**src/hw/tsg_pkg.sv**
```systemverilog
// constants, register map and helpers of the stereo tone generator
// assumes a single 200 MHz core clock and byte-wide register access
package tsg_pkg;

	// register offsets, byte addressed
	localparam logic [7:0] TSG_LEFT_VOL_EN_ADDR = 8'h47; // enable and left volume
	localparam logic [7:0] TSG_RIGHT_VOL_LINK_ADDR = 8'h48; // right volume and link mode
	localparam logic [7:0] TSG_LEN_HIGH_ADDR = 8'h49; // duration bits 23..16
	localparam logic [7:0] TSG_LEN_MID_ADDR = 8'h4a; // duration bits 15..8
	localparam logic [7:0] TSG_LEN_LOW_ADDR = 8'h4b; // duration bits 7..0
	localparam logic [7:0] TSG_SIN_HIGH_ADDR = 8'h4c; // sine coefficient high byte
	localparam logic [7:0] TSG_SIN_LOW_ADDR = 8'h4d; // sine coefficient low byte
	localparam logic [7:0] TSG_COS_HIGH_ADDR = 8'h4e; // cosine coefficient high byte
	localparam logic [7:0] TSG_COS_LOW_ADDR = 8'h4f; // cosine coefficient low byte

	// field positions
	localparam int TSG_EN_BIT = 7; // enable bit in left register
	localparam int TSG_LINK_HI = 7; // link field top bit
	localparam int TSG_LINK_LO = 6; // link field bottom bit
	localparam int TSG_VOL_HI = 5; // volume field top bit

	// reset values
	localparam logic [7:0] TSG_LEFT_RST = 8'h00;
	localparam logic [7:0] TSG_RIGHT_RST = 8'h00;
	localparam logic [7:0] TSG_LEN_HIGH_RST = 8'h00;
	localparam logic [7:0] TSG_LEN_MID_RST = 8'h00;
	localparam logic [7:0] TSG_LEN_LOW_RST = 8'hee;
	localparam logic [7:0] TSG_SIN_HIGH_RST = 8'h00; // no defined value, plain default
	localparam logic [7:0] TSG_SIN_LOW_RST = 8'hd8;
	localparam logic [7:0] TSG_COS_HIGH_RST = 8'h7e;
	localparam logic [7:0] TSG_COS_LOW_RST = 8'he3;
	localparam logic [7:0] TSG_UNMAPPED_DATA = 8'h00; // answer for unknown offsets

	// link modes
	typedef enum logic [1:0] {
		TSG_LINK_INDEP = 2'b00,
		TSG_LINK_LEFT_FROM_RIGHT = 2'b01,
		TSG_LINK_RIGHT_FROM_LEFT = 2'b10,
		TSG_LINK_INDEP_ALT = 2'b11
	} tsg_link_type;

	// playback processing mode in which the tone exists
	localparam logic [4:0] TSG_TONE_CAPABLE_PLAYBACK_MODE = 5'h19;

	// volume: code steps 1 dB, 6 dB per halving, mantissa over one 6 dB span
	localparam logic [5:0] TSG_DB_PER_OCTAVE = 6'h06;
	localparam int TSG_FRAC_BITS = 15; // q1.15 arithmetic
	localparam int TSG_OSC_SHIFT = 14; // q1.15 times two
	localparam logic [15:0] TSG_GAIN_MANT [6] = '{16'ha124, 16'h8f9e, 16'h8000, 16'h7215, 16'h65ad, 16'h5a9e};

	// saturation bounds
	localparam logic signed [15:0] TSG_SAMPLE_MAX = 16'sh7fff;
	localparam logic signed [15:0] TSG_SAMPLE_MIN = -16'sh8000;

	// clamp a wide signed value onto 16 bits
	function automatic logic signed [15:0] tsg_sat16(input logic signed [33:0] v);
		logic signed [15:0] r;
		r = v[15:0];
		if (v > 34'(TSG_SAMPLE_MAX)) begin
			r = TSG_SAMPLE_MAX;
		end else if (v < 34'(TSG_SAMPLE_MIN)) begin
			r = TSG_SAMPLE_MIN;
		end
		return r;
	endfunction : tsg_sat16

endpackage : tsg_pkg

```
**src/hw/tsg_chan_if.sv**
```systemverilog
// one channel of samples between the generator core and its volume scaler
// assumes both ends share the core clock
interface tsg_chan_if;
	logic signed [15:0] sample; // raw oscillator sample
	logic in_valid; // sample present this cycle
	logic [5:0] vol; // effective volume code
	logic signed [15:0] scaled; // attenuated sample
	logic out_valid; // scaled sample present

	// generator side
	modport core (output sample, output in_valid, output vol, input scaled, input out_valid);
	// scaler side
	modport scaler (input sample, input in_valid, input vol, output scaled, output out_valid);
endinterface : tsg_chan_if

```
**src/hw/tsg_vol_scaler.sv**
```systemverilog
// volume scaler of one channel: 1 dB steps from +2 dB down to -61 dB
// assumes one sample per in_valid pulse; result comes one cycle later from a register
module tsg_vol_scaler
	import tsg_pkg::*;
(
	input wire logic core_clk_i,
	input wire logic rst_i,
	tsg_chan_if.scaler ch
);

	logic [5:0] vol_shift; // whole halvings
	logic [5:0] vol_frac; // remaining dB within one halving
	logic signed [32:0] prod; // sample times mantissa
	logic signed [32:0] scaled_wide; // product after scaling back
	logic signed [15:0] out_sample; // registered result
	logic out_vld; // registered valid

	// split the code into halvings and a fine step
	always_comb begin
		vol_shift = ch.vol / TSG_DB_PER_OCTAVE;
		vol_frac = ch.vol % TSG_DB_PER_OCTAVE;
		prod = ch.sample * $signed({1'b0, TSG_GAIN_MANT[vol_frac[2:0]]});
		scaled_wide = (prod >>> TSG_FRAC_BITS) >>> vol_shift;
	end

	// registered output, saturated against the +2 dB overshoot
	always_ff @(posedge core_clk_i) begin
		if (rst_i) begin
			out_sample <= '0;
			out_vld <= 1'b0;
		end else begin
			out_vld <= ch.in_valid;
			if (ch.in_valid) begin
				out_sample <= tsg_sat16({scaled_wide[32], scaled_wide});
			end
		end
	end

	assign ch.scaled = out_sample;
	assign ch.out_valid = out_vld;

	// code two is unity gain
	a_vol_unity_gain: assert property (@(posedge core_clk_i) disable iff (rst_i)
		ch.in_valid && ch.vol == 6'h02 |=> ch.out_valid && ch.scaled == $past(ch.sample))
		else $error("unity volume code changed the sample");

	// bottom code is at least 60 dB down
	a_vol_floor: assert property (@(posedge core_clk_i) disable iff (rst_i)
		ch.in_valid && ch.vol == 6'h3f |=> ch.scaled <= 16'sh0040 && ch.scaled >= -16'sh0040)
		else $error("lowest volume code not attenuated enough");

endmodule : tsg_vol_scaler

```
**src/hw/tsg_stereo_tone.sv**
```systemverilog
// stereo sine tone generator feeding the playback processing path
// assumes byte register writes/reads on a simple strobed port and a word clock strobe per sample
// Overview of operation
// - link field couples or separates channel volumes
// - right volume: 1 dB steps, +2 to -61 dB
// - tone only in the tone-capable playback mode
// - duration is 24-bit sample count, three bytes
// - duration resets to 0x0000ee
// - 16-bit sine coefficient, software loads sin(angle)
// - 16-bit cosine coefficient, resets to 0x7ee3
// - sine low byte resets to 0xd8
// - enable starts tone, self-clears after duration
// - left volume uses the same encoding
module tsg_stereo_tone
	import tsg_pkg::*;
(
	input wire logic core_clk_i,
	input wire logic rst_i,
	input wire logic [7:0] reg_addr_i,
	input wire logic [7:0] reg_wdata_i,
	input wire logic reg_wr_i,
	input wire logic reg_rd_i,
	output logic [7:0] reg_rdata_o,
	input wire logic [4:0] proc_mode_i,
	input wire logic word_clk_stb_i,
	output logic signed [15:0] tone_left_o,
	output logic signed [15:0] tone_right_o,
	output logic tone_valid_o,
	output logic tone_active_o
);
	import tsg_pkg::*;

	// register contents
	logic tone_en; // generation running
	logic [5:0] vol_left; // left volume code
	logic [5:0] vol_right; // right volume code
	tsg_link_type link_mode; // volume coupling
	logic [23:0] tone_len; // duration in samples
	logic [15:0] sin_coef; // sine of the step angle
	logic [15:0] cos_coef; // cosine of the step angle
	logic [7:0] rdata; // registered read answer

	// generator state
	logic [23:0] sample_cnt; // samples already produced
	logic signed [15:0] osc_cur; // latest oscillator value
	logic signed [15:0] osc_prev; // value before it
	logic signed [15:0] raw_sample; // sample handed to the scalers
	logic raw_valid; // one-cycle sample pulse
	logic start_pulse; // software just set the enable bit
	logic mode_ok; // playback path can carry the tone
	logic step; // advance the oscillator this cycle
	logic last_sample; // this step ends the tone

	// oscillator arithmetic
	logic signed [31:0] osc_prod; // cos times current value
	logic signed [33:0] osc_sum; // two cos y1 minus y2
	logic signed [15:0] next_osc; // clamped next value

	// effective volumes after linking
	logic [5:0] eff_left;
	logic [5:0] eff_right;

	tsg_chan_if chan[2] ();

	// write decode
	logic wr_left;
	assign wr_left = reg_wr_i && reg_addr_i == TSG_LEFT_VOL_EN_ADDR;
	assign start_pulse = wr_left && reg_wdata_i[TSG_EN_BIT];

	// playback mode gate
	assign mode_ok = proc_mode_i == TSG_TONE_CAPABLE_PLAYBACK_MODE;
	assign step = tone_en && mode_ok && word_clk_stb_i && !start_pulse;
	assign last_sample = sample_cnt + 24'h000001 >= tone_len;

	// left volume and enable; hardware clear on the last sample
	always_ff @(posedge core_clk_i) begin
		if (rst_i) begin
			tone_en <= TSG_LEFT_RST[TSG_EN_BIT];
			vol_left <= TSG_LEFT_RST[TSG_VOL_HI:0];
		end else begin
			if (wr_left) begin
				// software write; a set restarts the tone
				tone_en <= reg_wdata_i[TSG_EN_BIT];
				vol_left <= reg_wdata_i[TSG_VOL_HI:0];
			end else if (step && last_sample) begin
				// duration elapsed
				tone_en <= 1'b0;
			end
		end
	end

	// right volume and link field
	always_ff @(posedge core_clk_i) begin
		if (rst_i) begin
			link_mode <= tsg_link_type'(TSG_RIGHT_RST[TSG_LINK_HI:TSG_LINK_LO]);
			vol_right <= TSG_RIGHT_RST[TSG_VOL_HI:0];
		end else if (reg_wr_i && reg_addr_i == TSG_RIGHT_VOL_LINK_ADDR) begin
			link_mode <= tsg_link_type'(reg_wdata_i[TSG_LINK_HI:TSG_LINK_LO]);
			vol_right <= reg_wdata_i[TSG_VOL_HI:0];
		end
	end

	// duration bytes
	always_ff @(posedge core_clk_i) begin
		if (rst_i) begin
			tone_len <= {TSG_LEN_HIGH_RST, TSG_LEN_MID_RST, TSG_LEN_LOW_RST};
		end else if (reg_wr_i) begin
			unique case (reg_addr_i)
				TSG_LEN_HIGH_ADDR: begin
					tone_len[23:16] <= reg_wdata_i;
				end
				TSG_LEN_MID_ADDR: begin
					tone_len[15:8] <= reg_wdata_i;
				end
				TSG_LEN_LOW_ADDR: begin
					tone_len[7:0] <= reg_wdata_i;
				end
				default: begin
					// other offsets leave the duration alone
				end
			endcase
		end
	end

	// coefficient bytes
	always_ff @(posedge core_clk_i) begin
		if (rst_i) begin
			sin_coef <= {TSG_SIN_HIGH_RST, TSG_SIN_LOW_RST};
			cos_coef <= {TSG_COS_HIGH_RST, TSG_COS_LOW_RST};
		end else if (reg_wr_i) begin
			unique case (reg_addr_i)
				TSG_SIN_HIGH_ADDR: begin
					sin_coef[15:8] <= reg_wdata_i;
				end
				TSG_SIN_LOW_ADDR: begin
					sin_coef[7:0] <= reg_wdata_i;
				end
				TSG_COS_HIGH_ADDR: begin
					cos_coef[15:8] <= reg_wdata_i;
				end
				TSG_COS_LOW_ADDR: begin
					cos_coef[7:0] <= reg_wdata_i;
				end
				default: begin
					// other offsets leave the coefficients alone
				end
			endcase
		end
	end

	// read answer, one cycle after the read strobe, held otherwise
	always_ff @(posedge core_clk_i) begin
		if (rst_i) begin
			rdata <= TSG_UNMAPPED_DATA;
		end else if (reg_rd_i) begin
			unique case (reg_addr_i)
				TSG_LEFT_VOL_EN_ADDR: begin
					// live enable shows when the tone has finished
					rdata <= {tone_en, 1'b0, vol_left};
				end
				TSG_RIGHT_VOL_LINK_ADDR: begin
					rdata <= {link_mode, vol_right};
				end
				TSG_LEN_HIGH_ADDR: begin
					rdata <= tone_len[23:16];
				end
				TSG_LEN_MID_ADDR: begin
					rdata <= tone_len[15:8];
				end
				TSG_LEN_LOW_ADDR: begin
					rdata <= tone_len[7:0];
				end
				TSG_SIN_HIGH_ADDR: begin
					rdata <= sin_coef[15:8];
				end
				TSG_SIN_LOW_ADDR: begin
					rdata <= sin_coef[7:0];
				end
				TSG_COS_HIGH_ADDR: begin
					rdata <= cos_coef[15:8];
				end
				TSG_COS_LOW_ADDR: begin
					rdata <= cos_coef[7:0];
				end
				default: begin
					rdata <= TSG_UNMAPPED_DATA;
				end
			endcase
		end
	end

	assign reg_rdata_o = rdata;

	// recursion y[n] = 2 cos y[n-1] - y[n-2]
	always_comb begin
		osc_prod = $signed(cos_coef) * osc_cur;
		// both operands signed, so the shift keeps the sign of a negative product
		osc_sum = ($signed({{2{osc_prod[31]}}, osc_prod}) >>> TSG_OSC_SHIFT) - $signed({{18{osc_prev[15]}}, osc_prev});
		next_osc = tsg_sat16(osc_sum);
	end

	// oscillator state and sample counter
	always_ff @(posedge core_clk_i) begin
		if (rst_i) begin
			osc_cur <= '0;
			osc_prev <= '0;
			sample_cnt <= '0;
		end else if (start_pulse) begin
			// seed: first sample is sin of one step, previous is zero
			osc_cur <= $signed(sin_coef);
			osc_prev <= '0;
			sample_cnt <= '0;
		end else if (step) begin
			osc_prev <= osc_cur;
			osc_cur <= next_osc;
			sample_cnt <= sample_cnt + 24'h000001;
		end
	end

	// raw sample pulse towards both scalers
	always_ff @(posedge core_clk_i) begin
		if (rst_i) begin
			raw_sample <= '0;
			raw_valid <= 1'b0;
		end else begin
			raw_valid <= step;
			if (step) begin
				raw_sample <= osc_cur;
			end
		end
	end

	// volume linking
	always_comb begin
		eff_left = vol_left;
		eff_right = vol_right;
		unique case (link_mode)
			TSG_LINK_LEFT_FROM_RIGHT: begin
				eff_left = vol_right;
			end
			TSG_LINK_RIGHT_FROM_LEFT: begin
				eff_right = vol_left;
			end
			TSG_LINK_INDEP, TSG_LINK_INDEP_ALT: begin
				// each side keeps its own code
			end
		endcase
	end

	// one scaler per channel; index 0 is left
	for (genvar i = 0; i < 2; i++) begin : g_chan
		assign chan[i].sample = raw_sample;
		assign chan[i].in_valid = raw_valid;
		assign chan[i].vol = (i == 0) ? eff_left : eff_right;
		tsg_vol_scaler u_scaler (
			.core_clk_i(core_clk_i),
			.rst_i(rst_i),
			.ch(chan[i])
		);
	end

	// outputs
	assign tone_left_o = chan[0].scaled;
	assign tone_right_o = chan[1].scaled;
	assign tone_valid_o = chan[0].out_valid;
	assign tone_active_o = tone_en;

	// linked left follows right
	a_link_left_right: assert property (@(posedge core_clk_i) disable iff (rst_i)
		link_mode == TSG_LINK_LEFT_FROM_RIGHT |-> eff_left == vol_right && eff_right == vol_right)
		else $error("left volume not taken from right");

	// linked right follows left
	a_link_right_left: assert property (@(posedge core_clk_i) disable iff (rst_i)
		link_mode == TSG_LINK_RIGHT_FROM_LEFT |-> eff_right == vol_left && eff_left == vol_left)
		else $error("right volume not taken from left");

	// no tone outside the capable mode
	a_mode_gate_quiet: assert property (@(posedge core_clk_i) disable iff (rst_i)
		!mode_ok && word_clk_stb_i |=> ##1 !tone_valid_o)
		else $error("tone produced outside the capable mode");

	// reset values of duration and coefficients
	a_reset_values: assert property (@(posedge core_clk_i)
		$fell(rst_i) |-> tone_len == 24'h0000ee && cos_coef == 16'h7ee3 && sin_coef[7:0] == 8'hd8)
		else $error("register reset value wrong");

	// start seeds the oscillator from the sine coefficient
	a_sine_seed: assert property (@(posedge core_clk_i) disable iff (rst_i)
		start_pulse |=> osc_cur == $past(sin_coef) && sample_cnt == 24'h000000 && tone_en)
		else $error("oscillator not seeded on start");

	// enable drops right after the last sample
	a_self_clear: assert property (@(posedge core_clk_i) disable iff (rst_i)
		step && last_sample |=> !tone_en ##1 tone_valid_o)
		else $error("enable not cleared after the duration");

	// counter advances by one per sample
	a_count_step: assert property (@(posedge core_clk_i) disable iff (rst_i)
		step && !last_sample |=> sample_cnt == $past(sample_cnt) + 24'h000001 && tone_en)
		else $error("sample counter did not advance");

	// every output sample comes two cycles after a word clock
	a_sample_rate: assert property (@(posedge core_clk_i) disable iff (rst_i)
		tone_valid_o |-> $past(word_clk_stb_i, 2) && $past(mode_ok, 2))
		else $error("sample without a word clock");

endmodule : tsg_stereo_tone

```
**config.mk**
```make
export PLATFORM = sky130hd
export DESIGN_NAME = tsg_stereo_tone
export DESIGN_NICKNAME = d
export VERILOG_FILES = /design/src/hw/tsg_pkg.sv /design/src/hw/tsg_chan_if.sv /design/src/hw/tsg_vol_scaler.sv /design/src/hw/tsg_stereo_tone.sv
export SDC_FILE = /design/constraint.sdc
export NUM_CORES = 2
export LEC_CHECK = 0
export ABC_AREA = 1
export BUFFER_PORTS_ARGS = -buffer_cell sky130_fd_sc_hd__buf_2
export CAP_MARGIN = 10
export CORE_ASPECT_RATIO = 1.5
export CORE_MARGIN = 4
export CORE_UTILIZATION = 52
export DETAILED_ROUTE_END_ITERATION = 8
export PLACE_DENSITY = 0.71
export SYNTH_ARGS = -nofsm -noshare
export SYNTH_HDL_FRONTEND = slang
export SYNTH_SLANG_ARGS = --single-unit
```
**constraint.sdc**
```tcl
create_clock -name core_clk_i -period 9.5 [get_ports core_clk_i]
set_clock_uncertainty 0.05 [all_clocks]
set_input_delay 1.9 -clock core_clk_i [delete_from_list [all_inputs] [get_ports core_clk_i]]
set_output_delay 1.9 -clock core_clk_i [all_outputs]
set_load 0.03 [all_outputs]
```
* After elaboration in Yosys (flattened, before gate mapping)
Memory sizes are Yosys's and may differ from the RTL's.
Cells that the tools add are included.
** Word-level totals
- Output and inout port bits :: 42
- Latch bits :: 0
- Word-level logic and storage cells :: 91
- Bits in writable memories :: 0
- Memory bits (read-only) :: 256
- Memories :: 2
- Bits in registers :: 185
- Input port bits :: 26
** Cells by class
- Muxes and demuxes :: 17
- $lt $le $gt $ge :: 9
- Multipliers :: 3
- Bitwise gates (word level) :: 2
- Shifts and indexed selects :: 2
- Div/mod/pow operators :: 4
- Equal/unequal tests :: 12
- Add/sub/neg operators :: 2
- Reduce and logical (&&, ||, !) cells :: 18
** Memory list
- (name not given) :: words 8, bits a word 16, read ports 1, clocked after Yosys merged registers in 0, write ports 0, line tsg_vol_scaler.sv:22 : prod = ch.sample * $signed({1'b0, TSG_GAIN_MANT[vol_frac[2:0]]});
- (name not given) :: words 8, bits a word 16, read ports 1, clocked after Yosys merged registers in 0, write ports 0, line tsg_vol_scaler.sv:22
** Operators by type and width (count)
- two-way mux 16 bit :: 12
- == test 8 x 7 -> 1 bit (second input constant) :: 9
- case mux 8 bit (9 select lines) :: 1
- > comparator 33 x 16 -> 1 bit (second input constant) :: 2
- < comparator 33 x 16 -> 1 bit (second input constant) :: 2
- multiplier 16 x 17 -> 33 bit :: 2
- >>> shifter 18 x 6 -> 33 bit :: 2
- multiplier 16 x 16 -> 32 bit :: 1
- adder 24 x 1 -> 24 bit (second input constant) :: 1
- greater-or-equal comparator 24 bit :: 1
- > comparator 19 x 16 -> 1 bit (second input constant) :: 1
- < comparator 19 x 16 -> 1 bit (second input constant) :: 1
- subtractor 18 x 16 -> 19 bit :: 1
- AND reduction 2 bit :: 7
- divider 6 x 3 -> 6 bit (second input constant) :: 2
- modulo 6 x 3 -> 6 bit (second input constant) :: 2
- two-way mux 6 bit :: 2
- greater-or-equal comparator 4 bit (second input constant) :: 2
- inverter 3 -> 4 bit :: 2
- logical AND 1 bit :: 7
- == test 5 bit (second input constant) :: 1
- nonzero test 2 bit :: 2
- == test 2 x 1 -> 1 bit (second input constant) :: 1
- == test 2 bit (second input constant) :: 1
- other kinds (3) :: 4

* Depth between registers and ports, before layout
- Depth in word-level cells :: 12
- Mapped depth :: 62
- Depth with buffers taken out :: 60

* Modules after synthesis
Synthesis repeated with hierarchy kept, for this count alone.
** Unflattened totals
- Cells, all modules :: 5484
- Area total of the unflattened synthesis :: 39639.3 um^2
** Modules (own cells, without submodules)
- tsg_stereo_tone :: area an instance 18859.3 um^2, sequential area each 3042.9 um^2, cells each 2622, instances 1
- tsg_vol_scaler at g_chan[1].u_scaler :: area an instance 10406.2 um^2, sequential area each 340.3 um^2, cells each 1421, instances 1
- tsg_vol_scaler at g_chan[0].u_scaler :: area an instance 10373.7 um^2, sequential area each 340.3 um^2, cells each 1441, instances 1

* Worst setup path before layout
OpenSTA, ideal clock, no wires.
- Path kind :: reg-to-reg
- From :: register link_mode[0]
- To :: register g_chan[1].u_scaler.out_sample[10]
- Setup slack :: 0.361 ns
- Cell stages (with the launch flop) :: 58
- Path buffers :: 4
- Clock period less this slack :: 9.139 ns
- Arrival :: 8.971 ns
- Setup time :: 0.117 ns
- Required time :: 9.333 ns
- Cell sequence :: dfxtp_1 buf_6 inv_4 nand2_4 buf_8 nand2_2 o21ai_4 inv_2 nand2_1 nand3_1 nand2_1 inv_1 ha_1 a21oi_4 nand2_4 nand2_2 nand3_2 nand2_1 [... 22 more ...] nor2_1 nand2_1 or2_2 o21ai_2 nand2_1 nand2_2 nand2_2 nand2_2 nand2_2 nand2_4 nand2_2 nand3_2 nand3_2 o21ai_2 nand2_2 buf_6 nor2_1 nor2_1
** On the way
- Word-level cells in the longest chain between the ends :: 12
- Elaborated cells on any way between the ends :: 14
- Classes of those cells :: 1 x mul; 2 x div; 2 x order compare; 1 x eq/ne; 1 x shift; 5 x mux; 1 x bitwise; 1 x memory
** Ends and longest elaborated chain
- start, declared :: line tsg_stereo_tone.sv:37 : tsg_link_type link_mode;
- start signal, assigned :: line tsg_stereo_tone.sv:95 : link_mode <= tsg_link_type'(TSG_RIGHT_RST[TSG_LINK_HI:TSG_LINK_LO]);
- start signal, assigned :: line tsg_stereo_tone.sv:98 : link_mode <= tsg_link_type'(reg_wdata_i[TSG_LINK_HI:TSG_LINK_LO]);
- == test 2 bit * :: line tsg_stereo_tone.sv:237 : unique case (link_mode)
- two-way mux 6 bit * :: line tsg_stereo_tone.sv:237
- modulo 6 x 3 -> 6 bit :: line tsg_vol_scaler.sv:21 : vol_frac = ch.vol % TSG_DB_PER_OCTAVE;
- inverter 3 -> 4 bit (implied by the code) :: line tsg_vol_scaler.sv:22
- memory read (8 x 16 bit)
- two-way mux 16 bit (implied by the code) (2 in series) :: line tsg_vol_scaler.sv:22
- multiplier 16 x 17 -> 33 bit :: line tsg_vol_scaler.sv:22
- >>> shifter 18 x 6 -> 33 bit * :: line tsg_vol_scaler.sv:23 : scaled_wide = (prod >>> TSG_FRAC_BITS) >>> vol_shift;
- < comparator 33 x 16 -> 1 bit :: line tsg_pkg.sv:61 : end else if (v < 34'(TSG_SAMPLE_MIN)) begin
- two-way mux 16 bit :: line tsg_pkg.sv:61
- two-way mux 16 bit * :: line tsg_pkg.sv:59 : if (v > 34'(TSG_SAMPLE_MAX)) begin
- end signal, assigned :: line tsg_vol_scaler.sv:34 : out_sample <= tsg_sat16({scaled_wide[32], scaled_wide});
- end, declared :: line tsg_vol_scaler.sv:15 : logic signed [15:0] out_sample;
Mark *: on every way between the ends. The rest lies on a longest branch, timed or not. The select of a mux whose other input is x is not followed.
A chain may end at the register's enable or synchronous reset.

* Worst setup path after layout
- From :: register link_mode[0]
- To :: register g_chan[1].u_scaler.out_sample[14]
The elaborated chain is that of the path after synthesis.

==> run summary <==
maxcap violations - 0
GP Congestion - 1.01
dominant cells by area after synthesis - fa_1, ha_1, inv_1, dfxtp_1, nand2_1
# rows - 120
Avg WL per Cell - 19.4 um
final worst path period need - 9.09 ns
initial antenna violation count - 1
Initial Util - 0.525
Layout Utilization - 0.571
vias in the first global route - 34400
crit start category - flip-flop
DRC Markers - 0
critical path arrival - 9.44 ns
I/O Buffers - 67
Pre-Repair DR Iteration Count - 9
Worst Path Max Fanout - 12
CTS buffer count - 25
Clock Path Buffers - 3
WL final - 116 mm
CP required - 9.85 ns
leakage power - 22.7 nW
area grow syn2layout - 8.71%
Worst slew margin - 0.262
VDD IR max - 91.7 uV
Cells after Synth - 4956
final cycle utilization of the critical path - 0.957
Top cell by count, worst path - nand2_1
Post-synth EDFFs - 0
HP Class - flip-flop to flip-flop
Die Footprint - 76800 sq um
asr flop ratio synth - 0
Final Hold Fails - 0
Root Buffer - clkbuf_16
largest net degree at the start of global routing - 64
total design power - 0.00172 W
CP Capture Type - flip-flop
Die Y - 337 um
Clk pin slew, worst setup/hold paths - 0.08 ns
Setup violations, final - 0
Mapped Area - 37600 sq um
Die Width - 228 um
Final ANT Viol Nets - 0
post-synth top area share - 0.327
Synth cell types - 56
Yosys reg bits - 185
Worst Setup Slack, final - 0.410 ns
maximum clock frequency - 110 MHz
most frequent cells in the layout - inv_1, nand2_1, fa_1
gr usage total - 0.305
outcome - completed
CTS tree - built
most area-hungry cell type in the Yosys netlist - fa_1
setup TNS - 0 ns
Final nets - 6089
Seq/Total Area, Yosys - 0.0985
layout cells sized above 1 - 0.0939
Yosys warnings - 0
CTS sink cnt - 185
Via density - 5.51
leading cell type in the layout, fill and taps excluded - inv_1
Crit-path slowest cell - fa_1
grt total ovfl - 0
initial drt markers - 2777
Vias - 32900
num ports - 68
antenna cells - 0
P per Cell Area - 42.2 nW/um^2
Crit Path Class - flip-flop to flip-flop
fin. max-slew vios - 0
slowest stage delay, CP - 0.60 ns
global-route wire length before repair - 182 mm
syn_area_per_cell - 7.59 sq um
Core ar. - 71600 sq um
dpl ws - 0.0505 ns
DP HPWL - 95.9 mm
Syn Nets - 6000
Worst-Skew Late Latency - 0.51 ns
H-tree lvl count - 4
actual slew at the worst max-slew pin - 1.10 ns
top_reg_cell synth - dfxtp_1
[worst max-delay path, delay by kind of cell (launching register included)]
family | cells | cell delay (ns)
AND/OR/NAND/NOR | 27 | 2.72
flip-flops | 1 | 0.35
buffers and inverters | 11 | 0.96
AO/OA/AOI/OAI | 5 | 1.07
adder cells (fa/ha/maj) | 9 | 3.80
[flip-flops by register name, indices dropped and copies added, names as in the netlist]
| register | count |
|---|---|
| vol_right | 6 |
| tone_active_o | 1 |
| g_chan.u_scaler.ch.scaled | 32 |
| cos_coef | 16 |
| g_chan.u_scaler.ch.out_valid | 1 |
| sin_coef | 16 |
| osc_prev | 16 |
| reg_rdata_o | 8 |
| vol_left | 6 |
| chan.sample | 16 |
| sample_cnt | 24 |
| osc_cur | 16 |
| tone_len | 24 |
| chan.in_valid | 1 |
| link_mode | 2 |
[per-stage QoR]
stage	instances	area, sq um	hold slack [ns]
finish	5965	40900	0.413
global route	5965	40900	0.427
CTS	5941	40300	0.415
detailed placement	5909	39600	0.403
global placement	5909	39600	0.400
floorplan	4956	37600	0.387
[where the power goes]
| part | leakage [nW] | switching (W) | internal, W |
|---|---|---|---|
| Clock | 0.357 | 0.000335 | 0.000540 |
| Combinational | 20.8 | 0.0000528 | 0.0000200 |
| Sequential | 1.49 | 0.00000107 | 0.000776 |
[logic make-up after synthesis]
group / after synthesis / share of synthesized area
AO/OA/AOI/OAI: 576 / 0.0883
buffers and inverters: 1355 / 0.137
flip-flops: 185 / 0.0985
AND/OR/NAND/NOR: 1737 / 0.195
adder cells (fa/ha/maj): 1018 / 0.461
XOR/XNOR: 85 / 0.0198
[routing by layer]
layer,part of all wire,vias up,global-route usage
met1,0.34,16000,0.328
met2,0.52,1214,0.564
met5,0.00010,-,0
met4,0.080,2,0.191
met3,0.056,429,0.0333
li1,-,15200,-
[path summary, 6_finish.rpt]
| check | endpoint | slack [ns] | startpoint | cells after the start |
|---|---|---|---|---|
| min reg2reg | reg_rdata_o[3] | 0.41 | reg_rdata_o[3] | 2 |
| max reg2reg | g_chan[1].u_scaler.ch.scaled[14] | 0.41 | link_mode[0] | 52 |
| min | reg_rdata_o[3] | 0.41 | reg_rdata_o[3] | 2 |
| max | g_chan[1].u_scaler.ch.scaled[14] | 0.41 | link_mode[0] | 52 |
[synth_stat cells, types with 5 or more instances]
library cell / count
a211oi_1: 20
a21boi_0: 5
a21o_1: 9
a21oi_1: 251
a221oi_1: 11
a31oi_1: 15
buf_1: 13
clkbuf_1: 164
clkinv_1: 12
dfxtp_1: 185
fa_1: 614
ha_1: 404
inv_1: 1143
inv_2: 9
nand2_1: 936
nand2_2: 30
nand2_4: 16
nand3_1: 227
nand3_2: 19
nand3b_1: 16
nand4_1: 10
nor2_1: 429
nor3_1: 31
nor4_1: 11
o211ai_1: 12
o21a_1: 9
o21ai_0: 180
o21ai_2: 5
o21ai_4: 5
o21bai_1: 10
o221ai_1: 10
o22ai_1: 15
or2_2: 5
xnor2_1: 29
xor2_1: 56
[final cells by class]
| cell class | instances | area [sq um] |
|---|---|---|
| Sequential cell | 185 | 3730 |
| Clock buffer | 29 | 661 |
| Inverter | 1167 | 4400 |
| Clock inverter | 3 | 65.1 |
| Tap cell | 915 | 1140 |
| Fill cell | 6817 | 30700 |
| Multi-Input combinational cell | 3417 | 29100 |
| Timing Repair inverter | 1 | 7.51 |
| Timing Repair Buffer | 248 | 1780 |
[repair_timing]
item / CTS / global route
setup buffers: 0 / 22
resized for setup: 1 / 124
hold buffers: 0 / 0
pin swaps: 0 / 32
endpoints found under the setup margin: 4 / 46
gates cloned: 0 / 2
No activity file was read; power rests on OpenSTA's default activity.
